File: src/rtl/panel_seq_pkg.sv
/*
  Constants, field layouts and state encoding for the panel supply start-up
  sequencer. Assumes a single 40 MHz reference clock and analog comparators
  whose outputs arrive already synchronous to it.
*/
// How it works
// RULE_01 - Start-up counts as complete only after six delay ramp peaks, each peak being one step.
// RULE_02 - Any fault latches every output off until enable drops or the supply goes away.
// RULE_03 - The delay ramp starts charging only once the supply is above its start threshold.
// RULE_04 - Faults are checked over the first ramp; clean means discharge and go on, else latch.
// RULE_05 - The reference output turns on at the first peak.
// RULE_06 - The boost stays off through the first two ramps.
// RULE_07 - Boost soft-start begins with the third ramp and its output is checked at that ramp's end.
// RULE_08 - The negative gate supply turns on at the fourth peak.
// RULE_09 - The positive gate supply turns on with the sixth ramp; both gate supplies are checked at its end.
// RULE_10 - A fault that persists past a time-out, 50 ms scaled by the delay capacitor, latches off.
// RULE_11 - During start-up the slice output is held at ground whatever the select input says.
// RULE_12 - After start-up a low select connects the slice output to the high rail input.
// RULE_13 - After start-up a high select connects the slice output to the low rail input.
// RULE_14 - Over-temperature latches off until the supply or enable is cycled.
// RULE_15 - The positive gate undervoltage comparator output is taken in as a fault input.
// RULE_16 - Ramp events and comparator outputs are synchronous single bits; peaks drive a stage counter.
package panel_seq_pkg;

  localparam logic [2:0] PEAK_CNT_RESET = 3'h0;
  localparam logic [2:0] PEAK_STEP = 3'h1;
  localparam logic [2:0] PEAK_REF_ON = 3'h1;
  localparam logic [2:0] RAMP_BOOST_START = 3'h3;
  localparam logic [2:0] PEAK_BOOST_CHECK = 3'h3;
  localparam logic [2:0] PEAK_NEG_ON = 3'h4;
  localparam logic [2:0] RAMP_POS_START = 3'h6;
  localparam logic [2:0] PEAKS_FOR_DONE = 3'h6;

  localparam int unsigned CLK_HZ = 40_000_000;
  localparam int unsigned FAULT_TIMEOUT_MS = 50;
  localparam int unsigned NOMINAL_DELAY_CAP_NF = 220;
  localparam int unsigned FAULT_TIMEOUT_CYCLES_NOM = (CLK_HZ / 1000) * FAULT_TIMEOUT_MS;

  typedef struct packed {
    logic over_temp;
    logic pos_uv;
    logic neg_uv;
    logic boost_fault;
    logic early_fault;
  } fault_in_t;

  typedef struct packed {
    logic reference;
    logic boost;
    logic neg_gate;
    logic pos_gate;
  } rail_en_t;

  typedef struct packed {
    logic to_ground;
    logic to_high_rail;
    logic to_low_rail;
  } slice_sw_t;

  localparam rail_en_t RAILS_OFF = 4'h0;
  localparam slice_sw_t SLICE_GROUNDED = 3'h4;

  typedef enum logic [1:0] {
    ST_OFF,
    ST_RAMP,
    ST_RUN,
    ST_LATCHED
  } seq_state_t;

endpackage

File: src/rtl/panel_supply_startup_sequencer.sv
/*
  Start-up sequencer, fault latch and slice multiplexer control for a panel
  supply device. Assumes the delay ramp generator, comparators and thermal
  sensor are outside and deliver synchronous single-bit levels and pulses.
*/
`timescale 1ns/100ps
module panel_supply_startup_sequencer #(
  parameter int unsigned DELAY_CAP_NF = panel_seq_pkg::NOMINAL_DELAY_CAP_NF,
  parameter int unsigned TIMEOUT_CYCLES =
    panel_seq_pkg::FAULT_TIMEOUT_CYCLES_NOM * DELAY_CAP_NF / panel_seq_pkg::NOMINAL_DELAY_CAP_NF
) (
  input wire logic REF_CLK,
  input wire logic RST_N,
  input wire logic ENABLE,
  input wire logic SUPPLY_OK,
  input wire logic RAMP_START,
  input wire logic RAMP_PEAK,
  input wire panel_seq_pkg::fault_in_t FAULTS,
  input wire logic SLICE_SELECT,
  output panel_seq_pkg::rail_en_t RAILS,
  output logic RAMP_CHARGE,
  output logic RAMP_DISCHARGE,
  output panel_seq_pkg::slice_sw_t SLICE_SW,
  output logic STARTUP_DONE,
  output logic LATCHED_OFF
);
  import panel_seq_pkg::*;

  seq_state_t state_q;
  seq_state_t state_d;
  logic [2:0] peak_cnt_q;
  logic early_seen_q;
  logic boost_checked_q;
  logic run_ok;
  logic ramping;
  logic peak_ev;
  logic start_ev;
  logic check_trip;
  logic mon_fault;
  logic timeout_hit;
  logic fault_trip;

  // Number of the ramp that is now charging, or of the peak about to come
  function automatic logic [2:0] next_step(input logic [2:0] peaks);
    next_step = peaks + PEAK_STEP;
  endfunction

  assign run_ok = ENABLE && SUPPLY_OK;
  assign ramping = (state_q == ST_RAMP);
  assign peak_ev = ramping && RAMP_PEAK; // RULE_16
  assign start_ev = ramping && RAMP_START; // RULE_16

  // Checks made at the end of a ramp, that is at its peak
  always_comb begin
    check_trip = 1'b0;
    if (peak_ev) begin
      case (next_step(peak_cnt_q))
        PEAK_REF_ON: check_trip = early_seen_q || FAULTS.early_fault; // RULE_04
        PEAK_BOOST_CHECK: check_trip = FAULTS.boost_fault; // RULE_07
        PEAKS_FOR_DONE: check_trip = FAULTS.pos_uv || FAULTS.neg_uv; // RULE_09 RULE_15
        default: check_trip = 1'b0;
      endcase
    end
  end

  // Supplies that already passed their check are watched for lasting faults
  assign mon_fault = (boost_checked_q && FAULTS.boost_fault) ||
                     ((state_q == ST_RUN) && (FAULTS.pos_uv || FAULTS.neg_uv)); // RULE_15

  fault_timeout_timer #(
    .CYCLES(TIMEOUT_CYCLES)
  ) u_timeout (
    .clk(REF_CLK),
    .rst_n(RST_N),
    .active(mon_fault),
    .expired(timeout_hit)
  );

  assign fault_trip = check_trip || timeout_hit || FAULTS.over_temp; // RULE_02 RULE_10 RULE_14

  always_comb begin
    state_d = state_q;
    case (state_q)
      ST_OFF: begin
        if (run_ok) begin
          state_d = ST_RAMP; // RULE_03
        end
      end
      ST_RAMP: begin
        if (!run_ok) begin
          state_d = ST_OFF;
        end else if (fault_trip) begin
          state_d = ST_LATCHED; // RULE_04
        end else if (peak_ev && (next_step(peak_cnt_q) == PEAKS_FOR_DONE)) begin
          state_d = ST_RUN; // RULE_01
        end
      end
      ST_RUN: begin
        if (!run_ok) begin
          state_d = ST_OFF;
        end else if (fault_trip) begin
          state_d = ST_LATCHED; // RULE_02
        end
      end
      ST_LATCHED: begin
        // Only a drop of enable or supply unlocks; a fault clearing does not
        if (!run_ok) begin
          state_d = ST_OFF; // RULE_02 RULE_14
        end
      end
      default: state_d = ST_OFF;
    endcase
  end

  always_ff @(posedge REF_CLK) begin
    if (!RST_N) begin
      state_q <= ST_OFF;
    end else begin
      state_q <= state_d;
    end
  end

  always_ff @(posedge REF_CLK) begin
    if (!RST_N) begin
      peak_cnt_q <= PEAK_CNT_RESET;
    end else if (state_d == ST_OFF) begin
      peak_cnt_q <= PEAK_CNT_RESET;
    end else if (peak_ev && (peak_cnt_q != PEAKS_FOR_DONE)) begin
      peak_cnt_q <= next_step(peak_cnt_q); // RULE_01 RULE_16
    end
  end

  // Early faults seen any time during the first slow ramp are remembered for its peak
  always_ff @(posedge REF_CLK) begin
    if (!RST_N) begin
      early_seen_q <= 1'b0;
    end else if (ramping && (peak_cnt_q == PEAK_CNT_RESET) && FAULTS.early_fault) begin
      early_seen_q <= 1'b1; // RULE_04
    end else if (state_q == ST_OFF) begin
      early_seen_q <= 1'b0;
    end
  end

  always_ff @(posedge REF_CLK) begin
    if (!RST_N) begin
      boost_checked_q <= 1'b0;
    end else if ((state_d == ST_OFF) || (state_d == ST_LATCHED)) begin
      boost_checked_q <= 1'b0;
    end else if (peak_ev && (next_step(peak_cnt_q) == PEAK_BOOST_CHECK)) begin
      boost_checked_q <= 1'b1; // RULE_07
    end
  end

  // Supply enables; all drop together on a latch so no rail is left alone
  always_ff @(posedge REF_CLK) begin
    if (!RST_N) begin
      RAILS <= RAILS_OFF;
    end else if ((state_d == ST_OFF) || (state_d == ST_LATCHED)) begin
      RAILS <= RAILS_OFF; // RULE_02 RULE_14
    end else begin
      if (peak_ev && (next_step(peak_cnt_q) == PEAK_REF_ON)) begin
        RAILS.reference <= 1'b1; // RULE_05
      end
      if (start_ev && (next_step(peak_cnt_q) == RAMP_BOOST_START)) begin
        RAILS.boost <= 1'b1; // RULE_06 RULE_07
      end
      if (peak_ev && (next_step(peak_cnt_q) == PEAK_NEG_ON)) begin
        RAILS.neg_gate <= 1'b1; // RULE_08
      end
      if (start_ev && (next_step(peak_cnt_q) == RAMP_POS_START)) begin
        RAILS.pos_gate <= 1'b1; // RULE_09
      end
    end
  end

  always_ff @(posedge REF_CLK) begin
    if (!RST_N) begin
      RAMP_CHARGE <= 1'b0;
    end else begin
      RAMP_CHARGE <= (state_d == ST_RAMP); // RULE_03
    end
  end

  // One-cycle discharge after every clean peak except the last
  always_ff @(posedge REF_CLK) begin
    if (!RST_N) begin
      RAMP_DISCHARGE <= 1'b0;
    end else begin
      RAMP_DISCHARGE <= peak_ev && (state_d == ST_RAMP); // RULE_04
    end
  end

  always_ff @(posedge REF_CLK) begin
    if (!RST_N) begin
      STARTUP_DONE <= 1'b0;
      LATCHED_OFF <= 1'b0;
    end else begin
      STARTUP_DONE <= (state_d == ST_RUN); // RULE_01
      LATCHED_OFF <= (state_d == ST_LATCHED); // RULE_02
    end
  end

  // Break before make is left to the analog switches; only one enable is ever high
  always_ff @(posedge REF_CLK) begin
    if (!RST_N) begin
      SLICE_SW <= SLICE_GROUNDED;
    end else if (state_d != ST_RUN) begin
      SLICE_SW <= SLICE_GROUNDED; // RULE_11
    end else begin
      SLICE_SW.to_ground <= 1'b0;
      SLICE_SW.to_high_rail <= !SLICE_SELECT; // RULE_12
      SLICE_SW.to_low_rail <= SLICE_SELECT; // RULE_13
    end
  end
endmodule

File: src/rtl/fault_timeout_timer.sv
/*
  Persistence timer for supply faults after they have passed their start-up
  check. Assumes the fault level is synchronous to the clock.
*/
`timescale 1ns/100ps
module fault_timeout_timer #(
  parameter int unsigned CYCLES = 2_000_000
) (
  input wire logic clk,
  input wire logic rst_n,
  input wire logic active,
  output logic expired
);
  import panel_seq_pkg::*;

  localparam logic [31:0] LIMIT = 32'(CYCLES - 1);

  logic [31:0] cnt_q;

  // Any gap in the fault restarts the wait, so glitches never add up
  always_ff @(posedge clk) begin
    if (!rst_n) begin
      cnt_q <= 32'h0;
    end else if (!active) begin
      cnt_q <= 32'h0;
    end else if (cnt_q != LIMIT) begin
      cnt_q <= cnt_q + 32'h1;
    end
  end

  always_ff @(posedge clk) begin
    if (!rst_n) begin
      expired <= 1'b0;
    end else begin
      expired <= active && (cnt_q == LIMIT); // RULE_10
    end
  end
endmodule

File: config.mk
export PLATFORM = sky130hd
export DESIGN_NAME = panel_supply_startup_sequencer
export DESIGN_NICKNAME = d
export VERILOG_FILES = /design/src/rtl/panel_seq_pkg.sv /design/src/rtl/panel_supply_startup_sequencer.sv /design/src/rtl/fault_timeout_timer.sv
export SDC_FILE = /design/constraint.sdc
export NUM_CORES = 1
export LEC_CHECK = 0
export BUFFER_PORTS_ARGS = -buffer_cell sky130_fd_sc_hd__buf_4
export CAP_MARGIN = 20
export CORE_UTILIZATION = 50
export CTS_BUF_LIST = sky130_fd_sc_hd__clkbuf_8
export CTS_CLUSTER_SIZE = 16
export DETAILED_ROUTE_END_ITERATION = 10
export MAX_ROUTING_LAYER = met4
export PLACE_DENSITY = 0.69
export SLEW_MARGIN = 20
export SYNTH_ARGS = -nofsm -noshare
export SYNTH_HDL_FRONTEND = slang
export SYNTH_SLANG_ARGS = --single-unit
File: constraint.sdc
create_clock -name REF_CLK -period 2.35 [get_ports REF_CLK]
set_input_delay 0.3525 -clock REF_CLK [delete_from_list [all_inputs] [get_ports REF_CLK]]
set_output_delay 0.3525 -clock REF_CLK [all_outputs]
set_load 0.01 [all_outputs]
# Yosys cells after proc, flatten, opt, wreduce, memory -nomap -nowiden
# Index checks and enable logic that the tools add are counted.
# W data, S select, Z words.
# word_totals
wordCells	78
in_bits	12
rom_bits	0
register_bits	51
out_inout_bits	11
memories	0
latchBits	0
mem_bits_rw	0
# classes
n_mul	0
reduce_logical	31
eq_ne	14
order_cmp	0
n_bitwise	1
div	0
add_sub_neg	2
shifts	0
mux	13
# op_table
cell	count
$add A32 B1 Y32 const B	1
$eq A32 B21 Y1 const B	1
$ne A32 B21 Y1 const B	1
$logic_and A1 B1 Y1	16
$mux W2	7
$eq A2 B2 Y1 const B	4
$pmux W2 S4	1
$eq A3 B3 Y1 const B	2
$logic_or A1 B1 Y1	6
$reduce_or A2 Y1	3
$eq A2 B1 Y1 const B	2
$logic_not A2 Y1	2
$add A3 B1 Y3 const B	1
$eq A3 B1 Y1 const B	1
$eq A3 B2 Y1 const B	1
$logic_not A3 Y1	1
$mux W1	3
$mux W3	1
$ne A3 B3 Y1 const B	1
$pmux W1 S3	1
$ne A2 B2 Y1 const B	1
$reduce_and A2 Y1	1
$reduce_bool A2 Y1	1
$logic_not A1 Y1	1
$not A1 Y1	1

# Logic depth before layout (Yosys ltp)
# depth
depth_word	12
ltp_mapped	10
depth_no_buf	10

# By module
# From an unflattened synthesis, not the netlist that was laid out.
# unflattened
cells_unflattened	286
area_unflattened_um2	2534.9
# by_module_without_submodules
mod	area_per_inst_um2	instances	seq_area_each_um2	cells_each
fault_timeout_timer	1669.1	1	660.6	197
panel_supply_startup_sequencer	865.8	1	360.3	89

# Least setup slack after synthesis
# Ideal clock, no wire load.
# synth_path
path_kind	register -> register
from	register peak_cnt_q[0]
to	register RAILS[0] in the netlist's numbering
t_required_ns	2.233
path_buffers	0
synth_period_minus_slack_ns	2.111
t_arrival_ns	1.994
stages_incl_launch_ff	9
setup_time_ns	0.117
setup_slack_ns	0.239
cell_sequence	dfxtp_1 > ha_1 > xnor2_1 > mux2i_1 > a221o_1 > o21bai_1 > ha_1 > nand2_1 > nor2_1
# synth_via
elab_chain_cells	12
word_cells_on_any_way	20
cone_classes	add/sub: 1; eq/ne: 4; mux: 8; reduce/logical: 7
# synth_rtl
item	line	rtl
start: declaration	panel_supply_startup_sequencer.sv:31	logic [2:0] peak_cnt_q;
start signal: assignment	panel_supply_startup_sequencer.sv:129	peak_cnt_q <= next_step(peak_cnt_q);
$add A3 B1 Y3 (*)	panel_supply_startup_sequencer.sv:45	next_step = peaks + PEAK_STEP;
$eq A3 B3 Y1 (tied with other cells)	panel_supply_startup_sequencer.sv:57, panel_supply_startup_sequencer.sv:94, panel_supply_startup_sequencer.sv:170	
$pmux W1 S3	panel_supply_startup_sequencer.sv:57	case (next_step(peak_cnt_q))
$mux W1	panel_supply_startup_sequencer.sv:56	if (peak_ev) begin
$logic_or A1 B1 Y1 (2 in series)	panel_supply_startup_sequencer.sv:79	assign fault_trip = check_trip || timeout_hit || FAULTS.over_temp;
$mux W2, on equally long branches	panel_supply_startup_sequencer.sv:101, panel_supply_startup_sequencer.sv:92	
$mux W2, on equally long branches	panel_supply_startup_sequencer.sv:99, panel_supply_startup_sequencer.sv:90	
$pmux W2 S4	panel_supply_startup_sequencer.sv:83	case (state_q)
$eq A2 B2 Y1 or $logic_not A2 Y1 (tied branches)	panel_supply_startup_sequencer.sv:158	end else if ((state_d == ST_OFF) || (state_d == ST_LATCHED)) begin
$logic_or A1 B1 Y1	panel_supply_startup_sequencer.sv:158	
$reduce_or A2 Y1 (no source line)	n/a	
end: declaration	panel_supply_startup_sequencer.sv:20	output panel_seq_pkg::rail_en_t RAILS,
# Every way passes the cells marked *; elsewhere a longest branch is shown, timed or not.
# A chain may end at the register's enable or synchronous reset.

# Worst setup path in the final report
# layout_path
from	register peak_cnt_q[0]
to	register RAILS[1] in the netlist's numbering
# layout_via
elab_chain_cells	12
word_cells_on_any_way	21
cone_classes	add/sub: 1; eq/ne: 5; mux: 8; reduce/logical: 7
# layout_rtl
item	line
$add A3 B1 Y3 (*)	panel_supply_startup_sequencer.sv:45
$eq A3 B3 Y1 (tied with other cells)	panel_supply_startup_sequencer.sv:57, panel_supply_startup_sequencer.sv:94
$pmux W1 S3	panel_supply_startup_sequencer.sv:57
$mux W1	panel_supply_startup_sequencer.sv:56
$logic_or A1 B1 Y1 (2 in series)	panel_supply_startup_sequencer.sv:79
$mux W2, on equally long branches	panel_supply_startup_sequencer.sv:101, panel_supply_startup_sequencer.sv:92
$mux W2, on equally long branches	panel_supply_startup_sequencer.sv:99, panel_supply_startup_sequencer.sv:90
$pmux W2 S4	panel_supply_startup_sequencer.sv:83
$eq A2 B2 Y1 or $logic_not A2 Y1 (tied branches)	panel_supply_startup_sequencer.sv:158
$logic_or A1 B1 Y1	panel_supply_startup_sequencer.sv:158
$reduce_or A2 Y1 (no source line)	n/a
# Marked as above.

==> flow_metrics.env <==
export IMPL_cellLeakagePower_nw=1.069
export IMPL_grt_ovfl_total=0
export IMPL_cts_buffers=5
export IMPL_power_total_mw=1.631
export IMPL_ctsLongestPathBuffers=2
export IMPL_p_comb_share_pct=2.9
export IMPL_cts_hold_buf=0
export IMPL_fmax_mhz=460.4
export IMPL_cts_tree="done"
export IMPL_cts_sinks=51
export IMPL_drive_gt1_share_pct=16.23
export IMPL_cap_violations=0
export IMPL_clock_skew_ps=8.810
export IMPL_syn_area_per_cell_sq_um=8.893
export IMPL_slew_viol_final=0
export IMPL_port_buffer_count=22
export IMPL_via_count=2000
export IMPL_grt_usage_pct=21.26
export IMPL_finalSetupViolCount=0
export IMPL_cts_resized=0
export IMPL_hp_start="SLICE_SELECT"
export IMPL_seqPwrFrac_pct=53.3
export IMPL_firstDrtPassIters=7
export IMPL_synth_flop_cell="dfxtp_1"
export IMPL_dieWidth_um=71.30
export IMPL_synthCells=270
export IMPL_grt_pass1_wl_um=8369
export IMPL_p_per_area_mw_per_mm2=583.6
export IMPL_fp_dieH_um=71.30
export IMPL_fin_crit_sh_pct=92.42
export IMPL_r2r_start="peak_cnt_q[0]"
export IMPL_holdCritPathClass="in -> reg"
export IMPL_diodes=0
export IMPL_status="finished, violations left"
export IMPL_startpoint="peak_cnt_q[0]"
export IMPL_cp_arrival_ps=2360
export IMPL_worst_setup_path_type="reg -> reg"
export IMPL_gp_congestion=0.8111
export IMPL_ys_types=46
export IMPL_antenna_left=0
export IMPL_place_hpwl_um=3423
export IMPL_violations="design-rule violations"
export IMPL_dp_cells=346
export IMPL_initial_core_util_pct=53.66
export IMPL_hold_slack_ps=194.6
export IMPL_clock_power_share_pct=43.8
export IMPL_syn_nets=291
export IMPL_postCtsSetupBuffers=0
export IMPL_p_sw_mw=0.3146
export IMPL_yosysSeqAreaShare_pct=42.52
export IMPL_fin_cells=354
export IMPL_grt_max_degree=32
export IMPL_rsz0062_at_grt="no"
export IMPL_synth_seq_cells=51
export IMPL_swShare_pct=19.29
export IMPL_ys_async_sr_fraction_pct=0
export IMPL_insertion_delay_ps=300
export IMPL_nets=322
export IMPL_path_clk_slew_ps=100
export IMPL_relSlewSlack_pct=69.12
export IMPL_syn_to_final_growth_pct=16.36
export IMPL_fillCellCount=368
export IMPL_wire_per_inst_um=13.64
export IMPL_drcViolationCount=1
export IMPL_yosys_warnings=0
export IMPL_die_area_sq_mm=0.005083
export IMPL_fin_tns_setup_ps=0
export IMPL_p_int_mw=1.316
export IMPL_synth_edf_count=0
export IMPL_num_rows=24
export IMPL_grt_pass1_vias=1813
export IMPL_h_tree_depth=2
export IMPL_drtIter0Drc=153
export IMPL_worstMarginPinSlew_ps=459.0
export IMPL_core_area_sq_mm=0.004474
export IMPL_syn_area_sq_mm=0.002401
export IMPL_hold_viol=0
export IMPL_ioPinCount=23
export IMPL_critPathCaptureType="flop"
export IMPL_period_needed_ps=2172
export IMPL_start_kind="flop"
export IMPL_worstPathRequired_ps=2540
export IMPL_antenna_found_initial=0
export IMPL_critPathMaxFanout=5
export IMPL_cts_root_buffer="clkbuf_8"
export IMPL_wl_um=4829
export IMPL_peakVddDrop_mv=0.3451
export IMPL_avgViaCountPerCell=5.650
==> flip-flops by register name (all words and copies together) (netlist names) <==
register and flops:
boost_checked_q 1, RAMP_CHARGE 1, u_timeout.cnt_q 32, STARTUP_DONE 1, early_seen_q 1, u_timeout.expired 1, peak_cnt_q 3, LATCHED_OFF 1
RAILS 4, state_q 2, RAMP_DISCHARGE 1, SLICE_SW 3
==> power by group through the flow <==
stage	combinational, mW	sequential, mW	clock, mW
floorplan	0.0215	0.890	0
global placement	0.0465	0.889	0
detailed placement	0.0466	0.889	0
CTS	0.0470	0.869	0.729
global route	0.0524	0.870	0.767
finish	0.0472	0.869	0.714
==> path summary, 6_finish.rpt <==
| check | endpoint | slack (ps) | cells past startpoint |
|---|---|---|---|
| worst min register to register | RAILS[2] | 480 | 2 |
| worst min-delay path | SLICE_SW[1] | 190 | 2 |
| worst max-delay path | RAILS[1] | 180 | 8 |
| worst max register to register | RAILS[1] | 180 | 8 |
==> synthesized netlist by cell type (2+ instances only) <==
master	n	share of area, %
dfxtp_1	51	43
nor2_1	40	6.3
xor2_1	20	7.3
nand2_1	18	2.8
nand4_1	12	3.1
a21oi_1	11	2.3
nand3_1	11	2.3
ha_1	9	4.7
o21ai_0	9	1.9
a31oi_1	8	2.1
and3_1	8	2.1
inv_1	8	1.3
nor3_1	7	1.5
or3_1	7	1.8
clkbuf_1	4	0.63
nor4_1	4	1.0
and4_1	3	1.1
mux2i_1	3	1.3
a211oi_1	2	0.63
and2_1	2	0.52
and3b_1	2	0.73
nand2b_1	2	0.52
nor4bb_1	2	0.83
o221a_2	2	0.94
or2_2	2	0.52
or4_1	2	0.63
xnor2_1	2	0.73
==> final cells by class <==
class                           count  area (sq um)  share of cell area [%]
Clock inverter                      3         67.56                   2.418
Multi-Input combinational cell    205          1316                   47.11
Timing Repair Buffer               30         225.2                   8.061
Clock buffer                        5         68.82                   2.463
Inverter                            8         30.03                   1.075
Sequential cell                    51          1021                   36.54
Tap cell                           52         65.06                   2.329
==> cell usage in the layout (no fill, tap or decap), drive strengths merged, types with 2 or more instances in the layout <==
master,count
dfxtp,51
nor2,40
buf,30
xor2,20
nand2,18
nand4,13
nand3,12
a21oi,11
o21ai,10
ha,9
inv,8
and3,8
a31oi,8
or3,8
nor3,8
clkbuf,5
nor4,5
mux2i,3
and4,3
or4,3
or2,2
o221a,2
xnor2,2
and3b,2
nand2b,2
nor4bb,2
and2,2
a211oi,2
bufinv,2
==> worst max-delay path: stages, from the launching register on <==
cell,delay [ps]
dfxtp_1,430
ha_1,280
xor2_1,280
and3_1,220
o221a_2,190
o21bai_1,100
ha_1,310
nand2_1,180
nor2_1,70
==> layer usage <==
metal  GRT usage (%)  up-vias  wire, um
met5               -        -         0
met4           6.444        0        37
met3           3.938        5       173
met2           30.58       33      2060
li1                -     1037         -
met1           30.28      925      2557
==> cells by family after synthesis <==
| logic type | synth area share, % |
|---|---|
| mux | 1.251 |
| simple gates | 31.11 |
| compound gates | 9.744 |
| fa+ha+maj | 4.690 |
| flops | 42.52 |
| xor+xnor | 8.025 |
| buf+inv | 2.658 |
==> stage by stage <==
step / worst slack [ps] / instance area, sq um / util (%)
floorplan: 239.3 / 2401 / -
global placement: 264.5 / 2658 / 59.40
detailed placement: 216.1 / 2658 / 59.40
CTS: 194.2 / 2794 / 62.44
global route: 24.66 / 2794 / 62.44
finish: 178.0 / 2794 / 62.44
(Power assumes the default switching activity.)
